--- config.mk ---
export PLATFORM = sky130hd
export DESIGN_NAME = windowed_reset_watchdog
export DESIGN_NICKNAME = d
export VERILOG_FILES = /design/src/hdl/wdg_pkg.sv /design/src/hdl/windowed_reset_watchdog.sv
export SDC_FILE = /design/constraint.sdc
export NUM_CORES = 1
export LEC_CHECK = 0
export BUFFER_PORTS_ARGS = -buffer_cell sky130_fd_sc_hd__buf_2
export CORE_MARGIN = 1
export CORE_UTILIZATION = 51
export DETAILED_ROUTE_END_ITERATION = 8
export PLACE_DENSITY_LB_ADDON = 0.12
export SLEW_MARGIN = 20
export SYNTH_ARGS = -nofsm -noshare
export SYNTH_HDL_FRONTEND = slang
export SYNTH_SLANG_ARGS = --single-unit
--- constraint.sdc ---
create_clock -name mclk -period 1.7 [get_ports mclk]
set_input_delay 0.34 -clock mclk [delete_from_list [all_inputs] [get_ports mclk]]
set_output_delay 0.34 -clock mclk [all_outputs]
set_load 0.01 [all_outputs]
--- src/hdl/wdg_pkg.sv ---
/*
 * Package for the windowed reset watchdog: control register layout, reset value,
 * prescaler length and reset pulse timing.
 * Assumes a single 125 MHz clock that also serves as the internal oscillator clock.
 */
package wdg_pkg;
	localparam logic [7:0]  CTRL_ADDR      = 8'h00;
	localparam int          ACT_BIT        = 7;
	localparam int          TOP_BIT        = 6;
	localparam logic [7:0]  CTRL_RESET     = 8'h7f;
	localparam int          PRESCALE_LEN   = 16384;
	localparam int          CLK_PERIOD_PS  = 8000;
	localparam int          PULSE_TIME_NS  = 30000;
	localparam int          PULSE_CYCLES   = (PULSE_TIME_NS * 1000) / CLK_PERIOD_PS;
endpackage

--- src/hdl/windowed_reset_watchdog.sv ---
/*
 * Windowed reset watchdog: a free-running 7-bit down-counter, stepped by a
 * prescaler, that pulls the chip reset low when its top bit clears while active.
 * Assumes synchronous register strobes and option levels that are stable.
 */
// Notes on behaviour
// - Seven-bit counter plus separate activation bit in control register.
// - Counter steps down once every 16384 oscillator cycles, prescaler free-running.
// - Six low counter bits set timeout in 64 steps.
// - Active counter passing 40h to 3Fh starts a reset cycle.
// - Reset cycle drives reset pin low for about 30 us.
// - Counter keeps decrementing even when watchdog is not active.
// - Register writes never reset the prescaler; timeout varies by phase.
// - After any reset the activation bit is clear.
// - Once active, software cannot clear activation; only reset can.
// - Write setting activation with top bit clear resets immediately.
// - Halt instruction while active resets, if the halt option allows.
// - Option input selects whether halt triggers a reset.
// - Option input selects hardware watchdog mode.
// - Hardware mode treats watchdog as always active, ignoring activation bit.
// - Activation at bit 7, counter bits 6..0, reset value 7Fh.
`timescale 1ns/1ps
module windowed_reset_watchdog #(
	parameter int PRESCALE = wdg_pkg::PRESCALE_LEN,  // Oscillator cycles per counter step.
	parameter int PULSE    = wdg_pkg::PULSE_CYCLES   // Reset pulse length in cycles.
) (
	input  wire logic       mclk,              // Internal oscillator clock.
	input  wire logic       reset_n,           // Asynchronous system reset.
	input  wire logic [7:0] regAddr,           // Register address.
	input  wire logic [7:0] regWdata,          // Register write data.
	input  wire logic       regWrite,          // Write strobe.
	input  wire logic       regRead,           // Read strobe.
	output logic      [7:0] regRdata,          // Read data, one cycle after strobe.
	input  wire logic       haltExec,          // Pulse: halt instruction executed.
	input  wire logic       halt_reset_option, // Option: halt causes reset when active.
	input  wire logic       hwWatchdog,        // Option: watchdog always active.
	output logic            resetPinOut_n,     // Low while the reset pulse runs.
	output logic            resetPinOe         // High while the reset pin is driven.
);
	localparam int PW = $clog2(PRESCALE);
	localparam int CW = $clog2(PULSE + 1);

	logic [PW-1:0] prescale_q;
	logic [6:0]    counter_q;
	logic          watchdog_activate_q;
	logic          topPrev_q;
	logic [CW-1:0] pulseCnt_q;
	logic          step;
	logic          ctrlWrite;
	logic          active;
	logic          timeoutReq;
	logic          softReq;
	logic          haltReq;
	logic          resetReq;

	assign ctrlWrite = regWrite && (regAddr == wdg_pkg::CTRL_ADDR);
	assign step      = (prescale_q == PW'(PRESCALE - 1));
	assign active    = watchdog_activate_q || hwWatchdog;

	// The prescaler is never cleared by software, so a refresh lands at an
	// unknown phase and the timeout spans one step of uncertainty.
	always_ff @(posedge mclk or negedge reset_n) begin
		if (!reset_n) begin
			prescale_q <= '0;
		end else if (step) begin
			prescale_q <= '0;
		end else begin
			prescale_q <= prescale_q + PW'(1);
		end
	end

	always_ff @(posedge mclk or negedge reset_n) begin
		if (!reset_n) begin
			counter_q <= wdg_pkg::CTRL_RESET[6:0];
		end else if (ctrlWrite) begin
			counter_q <= regWdata[6:0];
		end else if (step) begin
			counter_q <= counter_q - 7'h01;
		end
	end

	always_ff @(posedge mclk or negedge reset_n) begin
		if (!reset_n) begin
			watchdog_activate_q <= 1'b0;
		end else if (ctrlWrite && regWdata[wdg_pkg::ACT_BIT]) begin
			watchdog_activate_q <= 1'b1;
		end
	end

	always_ff @(posedge mclk or negedge reset_n) begin
		if (!reset_n) begin
			topPrev_q <= 1'b1;
		end else begin
			topPrev_q <= counter_q[wdg_pkg::TOP_BIT];
		end
	end

	// A soft reset write is acted on at once, even when the top bit was already
	// clear; the falling edge it may cause a cycle later lands inside the pulse.
	assign timeoutReq = active && topPrev_q && !counter_q[wdg_pkg::TOP_BIT];
	assign softReq    = ctrlWrite && regWdata[wdg_pkg::ACT_BIT]
		&& !regWdata[wdg_pkg::TOP_BIT];
	assign haltReq    = active && haltExec && halt_reset_option;
	assign resetReq   = timeoutReq || softReq || haltReq;

	always_ff @(posedge mclk or negedge reset_n) begin
		if (!reset_n) begin
			pulseCnt_q <= '0;
		end else if (pulseCnt_q != '0) begin
			pulseCnt_q <= pulseCnt_q - CW'(1);
		end else if (resetReq) begin
			pulseCnt_q <= CW'(PULSE);
		end
	end

	// The pin is open drain: it is driven only while pulling low.
	always_ff @(posedge mclk or negedge reset_n) begin
		if (!reset_n) begin
			resetPinOut_n <= 1'b1;
			resetPinOe    <= 1'b0;
		end else begin
			resetPinOut_n <= !(resetReq || pulseCnt_q > CW'(1));
			resetPinOe    <= resetReq || pulseCnt_q > CW'(1);
		end
	end

	always_ff @(posedge mclk or negedge reset_n) begin
		if (!reset_n) begin
			regRdata <= 8'h00;
		end else if (regRead && regAddr == wdg_pkg::CTRL_ADDR) begin
			regRdata <= {watchdog_activate_q, counter_q};
		end else begin
			regRdata <= 8'h00;
		end
	end

	// Pulse length held low for exactly PULSE cycles after the request.
	int lowCount;
	always_ff @(posedge mclk or negedge reset_n) begin
		if (!reset_n) begin
			lowCount <= 0;
		end else if (resetPinOe) begin
			lowCount <= lowCount + 1;
		end else begin
			lowCount <= 0;
		end
	end

	pulse_len_a : assert property (@(posedge mclk) disable iff (!reset_n)
		$fell(resetPinOe) |-> $past(lowCount) == PULSE - 1)
		else $error("reset pulse length wrong");

	timeout_fire_a : assert property (@(posedge mclk) disable iff (!reset_n)
		(active && $fell(counter_q[6])) |=> !resetPinOut_n)
		else $error("timeout did not pull reset");

	no_fire_idle_a : assert property (@(posedge mclk) disable iff (!reset_n)
		(!hwWatchdog && !watchdog_activate_q && !haltExec && !resetPinOe
		 && pulseCnt_q == '0) |=> !resetPinOe)
		else $error("reset while inactive");

	sticky_act_a : assert property (@(posedge mclk) disable iff (!reset_n)
		watchdog_activate_q |=> watchdog_activate_q)
		else $error("activation bit cleared");

	step_dec_a : assert property (@(posedge mclk) disable iff (!reset_n)
		(step && !ctrlWrite) |=> counter_q == $past(counter_q) - 7'h01)
		else $error("counter did not step");

	hold_count_a : assert property (@(posedge mclk) disable iff (!reset_n)
		(!step && !ctrlWrite) |=> counter_q == $past(counter_q))
		else $error("counter moved between steps");

	write_load_a : assert property (@(posedge mclk) disable iff (!reset_n)
		ctrlWrite |=> counter_q == $past(regWdata[6:0]))
		else $error("write not loaded");

	prescale_run_a : assert property (@(posedge mclk) disable iff (!reset_n)
		ctrlWrite && !step |=> prescale_q == $past(prescale_q) + PW'(1))
		else $error("prescaler disturbed by write");

	halt_reset_a : assert property (@(posedge mclk) disable iff (!reset_n)
		(haltExec && halt_reset_option && active) |=> resetPinOe)
		else $error("halt did not reset");

	soft_reset_a : assert property (@(posedge mclk) disable iff (!reset_n)
		(ctrlWrite && regWdata[7] && !regWdata[6]) |=> !resetPinOut_n)
		else $error("soft reset write did not pull reset");

	read_idle_a : assert property (@(posedge mclk) disable iff (!reset_n)
		!(regRead && regAddr == wdg_pkg::CTRL_ADDR) |=> regRdata == 8'h00)
		else $error("read data not zero when idle");

	pin_pair_a : assert property (@(posedge mclk) disable iff (!reset_n)
		resetPinOe == !resetPinOut_n)
		else $error("pin enable and level disagree");

	read_back_a : assert property (@(posedge mclk) disable iff (!reset_n)
		(regRead && regAddr == wdg_pkg::CTRL_ADDR)
		|=> regRdata == {$past(watchdog_activate_q), $past(counter_q)})
		else $error("read data wrong");

	timeout_c : cover property (@(posedge mclk) disable iff (!reset_n)
		watchdog_activate_q && $fell(counter_q[6]));
	hw_mode_c : cover property (@(posedge mclk) disable iff (!reset_n)
		hwWatchdog && $rose(resetPinOe));
	halt_c : cover property (@(posedge mclk) disable iff (!reset_n)
		haltReq);
	refresh_c : cover property (@(posedge mclk) disable iff (!reset_n)
		ctrlWrite && regWdata[7:6] == 2'b11);
endmodule

Word level (Yosys, flattened, before mapping)
Cells that the tools add are included.

Register bits: 45. Bits of input ports: 23. Output and inout port bits: 10. Logic and storage cells: 38.

Add/sub/neg operators: 3. Magnitude comparators: 1. Equality and inequality tests: 1. Multiplexer cells: 6. Reduce and logical (&&, ||, !) cells: 19.

Operator list (count): $mux W12 (2); $add A14 B1 Y14 const B (1); $eq A14 B14 Y1 const B (1); $mux W14 (1); $mux W7 (2); $gt A12 B1 Y1 const B (1); $reduce_bool A12 Y1 (1); $sub A12 B1 Y12 const B (1); $logic_and A1 B1 Y1 (8); $logic_not A8 Y1 (1); $mux W8 (1); $sub A7 B1 Y7 const B (1); $logic_or A1 B1 Y1 (4); $reduce_bool A2 Y1 (2); $logic_not A1 Y1 (3).

Longest topological paths before layout
Depth after elaboration: 8. Gate-level depth with buffers: 6. Gate-level depth less buffers: 6.

Least setup slack after synthesis
Ideal clock, no wire load.

Path kind: reg2reg. Start point: register pulseCnt_q[3]. End point: register pulseCnt_q[7]. Setup time: 0.120 ns. Arrival time: 1.740 ns. Data required time: 1.580 ns. Setup slack: -0.161 ns. Cell stages (with the launch flop): 5. Path buffers: 0. Period minus slack after synthesis: 1.861 ns. Cells stage by stage: dfrtp_1 or4_4 nor4_4 o211ai_4 and3_2.

Word-level cells in the longest chain between the ends: 2. Elaborated cells on any way between the ends: 4. Those cells by class: 1 x add/sub; 1 x mux; 2 x reduce/logical.

RTL lines: start, declared (line windowed_reset_watchdog.sv:47) `logic [CW-1:0] pulseCnt_q;`; start signal, assigned (line windowed_reset_watchdog.sv:110) `pulseCnt_q <= pulseCnt_q - CW'(1);`; start signal, assigned (line windowed_reset_watchdog.sv:112) `pulseCnt_q <= CW'(PULSE);`; $sub A12 B1 Y12 / $reduce_bool A12 Y1 (equally long branches) (line windowed_reset_watchdog.sv:110, windowed_reset_watchdog.sv:109); $mux W12 / $reduce_bool A2 Y1 (equally long branches).

Several ways; a longest one is shown, not always the timed one. A chain may end at the register's enable or synchronous reset.

Worst setup path after layout
Start point: register pulseCnt_q[7]. End point: register pulseCnt_q[7].

Same word-level chain as after synthesis.

==> impl_metrics.tcl <==
set metrics [dict create \
    drc_errors 0 \
    grt_pass1_vias 1666 \
    root_buffer "clkbuf_8" \
    yosys_warnings 0 \
    yosys.area_share.simple_pct 26.0 \
    antenna_found_initial 0 \
    max_freq_ghz 0.534 \
    rows 23 \
    endpoint "pulseCnt_q[7]" \
    clk_path_buf_depth 2 \
    coreArea_um2 4060 \
    reg2reg_slack_ns -0.17 \
    gp_routability_congestion 0.893 \
    synth-xor-area-share_pct 6.78 \
    cp-end-kind "register" \
    startpoint "pulseCnt_q[7]" \
    period_needed_ns 1.87 \
    synthesis.area_um2 2200 \
    drt_wl_total_mm 4.72 \
    cts-buffers-inserted 5 \
    detailed_place_hpwl_mm 3.28 \
    p_total_mw 1.87 \
    antenna-diode-count 0 \
    synth_top_family_by_area "simple AND/OR/NAND/NOR gates" \
    numPortBuffers 32 \
    hold_path_class "in2reg" \
    ys_seq_elements 45 \
    clock_sinks 45 \
    clock_skew_ns 0.00788 \
    r2r_start "pulseCnt_q[7]" \
    drt-pass1-iter-count 7 \
    cap_viol_max_count 0 \
    start_util_pct 54.1 \
    holdCritStartpoint "regWdata[0]" \
    synth.area.mux_share_pct 1.88 \
    setup_ws_ns -0.173 \
    synthAdderAreaFrac_pct 2.85 \
    p_leak_nw 1.38 \
    die_y_um 67.6 \
    post-place-ws_ns -0.106 \
    violations "negative setup slack" \
    vdd_drop_max_uv 436 \
    h-tree-depth 2 \
    pin_count 33 \
    avgSynthCellArea_um2 10.9 \
    area_growth_pct 34.9 \
    arrival_ns 2.07 \
    drive_gt1_share_pct 40.2 \
    setup_violations 11 \
    post-route-period-util_pct 110 \
    die_x_um 67.6 \
    setup_tns_ns -1.41 \
    tightest_slew_ns 0.433 \
    final-hold-violation-count 0 \
    placed_cell_area_um2 2670 \
    crit_path_max_fanout 7 \
    final_area_um2 2960 \
    report.final.slew_viol_count 0 \
    viasPerCell 5.47 \
    max_slew_margin_pct 70.8 \
    rsz0062_at_grt "true" \
    grt_usage_pct 22.2 \
    timing.rr.end "pulseCnt_q[7]" \
    critical-path-slowest-cell "or4_4" \
    slowest_delay_ns 0.56 \
    cp-start-kind "register" \
    clkTransAtPathRegs_ns 0.09 \
    overflow 0 \
    grt_pass1_wl_mm 7.44 \
    syn_nets 230 \
    status "complete, but fails checks" \
    synth_compound_area_share_pct 8.89 \
    synth-seq-area-share_pct 51.8 \
    critPathRequiredTime_ns 1.90 \
    dieArea_um2 4570 \
    synth_cells 202 \
    drt_iter0_markers 93 \
    power.density_nw_per_um2 630 \
    reg2regPathDepth 5 \
    vias 1812 \
    drt.antenna.violating_nets 0 \
    wl_per_cell_um 14.3 \
    synth_cell_type_count 44 \
    grt_start_max_net_pins 28 \
    crit_chain "or4_4 > nor4_4 > buf_6 > o211ai_4 > and3_4" \
    insertion_delay_ns 0.30 \
    path_class "reg2reg" \
    fin_nets 308 \
    cts_tree "built" \
]
## synthesized netlist by cell type, drive strengths merged
cell | instances | area (um^2)
a21oi | 3 | 15.0
a21boi | 4 | 30.0
o21ai | 4 | 20.0
nor2 | 13 | 48.8
and3 | 7 | 45.1
clkbuf | 3 | 11.3
o21bai | 1 | 7.51
or4 | 9 | 75.1
nand4 | 4 | 25.0
dfstp | 9 | 236
a31oi | 3 | 18.8
and2 | 14 | 87.6
or3 | 3 | 21.3
xor2 | 7 | 61.3
nor4b | 2 | 23.8
and4 | 2 | 17.5
nor3b | 1 | 7.51
nand2b | 3 | 18.8
nand3b | 1 | 7.51
dfrtp | 36 | 901
mux2i | 3 | 30.0
a21o | 1 | 7.51
nor2b | 2 | 12.5
o22ai | 1 | 6.26
nand3 | 11 | 55.1
inv | 6 | 22.5
xnor2 | 10 | 87.6
o31ai | 6 | 45.0
a211o | 1 | 8.76
nor3 | 5 | 25.0
ha | 5 | 62.6
nand4b | 2 | 17.5
buf | 1 | 5.00
o211ai | 3 | 36.3
nor4 | 5 | 46.3
nand2 | 10 | 37.5
mux2 | 1 | 11.3
## repair_timing
action                                  CTS  global route
gates cloned                              0             1
gates resized for setup                   7            22
hold endpoints to repair                 13             0
endpoints found under the setup margin   12            18
hold buffers                              1             0
pin swaps                                 5            18
buffers inserted                          5             4
## state kept, by name, summed over array words and instances (netlist names)
name and flops:
counter_q 7, resetPinOe 1, prescale_q 14, pulseCnt_q 12, regRdata 8, watchdog_activate_q 1, topPrev_q 1, resetPinOut_n 1
## critical path: cells and delay by family, from the launching register on
kind	cells	cell delay (ns)
AND/OR/NAND/NOR	3	1.07
flip-flops	1	0.39
buffers and inverters	1	0.19
AO/OA/AOI/OAI	1	0.12
## cell usage in the layout (no fill, tap or decap), types with 2 or more instances in the layout
| cell | n |
|---|---|
| a21boi_1 | 3 |
| a21oi_1 | 3 |
| a31oi_1 | 2 |
| and2_1 | 13 |
| and3_1 | 4 |
| and3_4 | 3 |
| and4_1 | 2 |
| buf_2 | 32 |
| buf_4 | 35 |
| buf_6 | 6 |
| clkbuf_8 | 5 |
| clkinv_4 | 2 |
| dfrtp_1 | 36 |
| dfstp_2 | 9 |
| ha_1 | 3 |
| ha_2 | 2 |
| inv_1 | 6 |
| mux2i_1 | 3 |
| nand2_1 | 9 |
| nand2b_1 | 3 |
| nand3_1 | 11 |
| nand4_1 | 4 |
| nand4b_1 | 2 |
| nor2_1 | 12 |
| nor2b_1 | 2 |
| nor3_1 | 4 |
| nor4_1 | 3 |
| nor4_4 | 2 |
| o211ai_1 | 2 |
| o21ai_0 | 4 |
| o31ai_1 | 5 |
| or3_2 | 2 |
| or4_1 | 5 |
| or4_4 | 4 |
| xnor2_1 | 10 |
| xor2_1 | 7 |
## area by class of cell
cell class,count,area [um^2]
clock inverters,3,22.5
fillers,293,1090
inverters,6,22.5
multi-input cells,147,1130
repair buffers,75,520
clock buffers,5,68.8
well taps,50,62.6
flip-flops and latches,45,1140
## routing by layer
metal	wire length, um	track usage (%)	share of wire, %	vias to the layer above
met2	2240	35.6	47	58
met3	238	5.07	5.0	8
li1	-	-	-	891
met5	0	0	0	-
met1	2160	29.0	46	855
met4	80	7.98	1.7	0
## power breakdown
part	switching (mW)	internal [mW]
sequential	0.0138	1.09
clock	0.379	0.292
combinational	0.0482	0.0431
## worst min-delay path by stage
stage | endpoint | slack (ns) | cells after the start
6_report | counter_q[0] | 0.24 | 3
5_1_grt | counter_q[1] | 0.25 | 2
4_1_cts | counter_q[3] | 0.23 | 3
3_5_place_dp | pulseCnt_q[6] | 0.31 | 1
3_3_place_gp | pulseCnt_q[6] | 0.30 | 1
2_1_floorplan | prescale_q[0] | 0.04 | 0
## logic make-up after synthesis
group                    Yosys count
AND/OR/NAND/NOR                   94
AO/OA/AOI/OAI                     27
adder cells (fa/ha/maj)            5
XOR/XNOR                          17
multiplexers                       4
flip-flops                        45
buffers and inverters             10
## stage by stage
step	hold slack [ns]	cells	utilization [%]
global route	0.255	331	73.0
CTS	0.229	327	69.6
floorplan	0.0444	202	-
global placement	0.301	313	65.8
finish	0.241	331	73.0
detailed placement	0.306	313	65.8
Power figures use the tool's default switching activity.
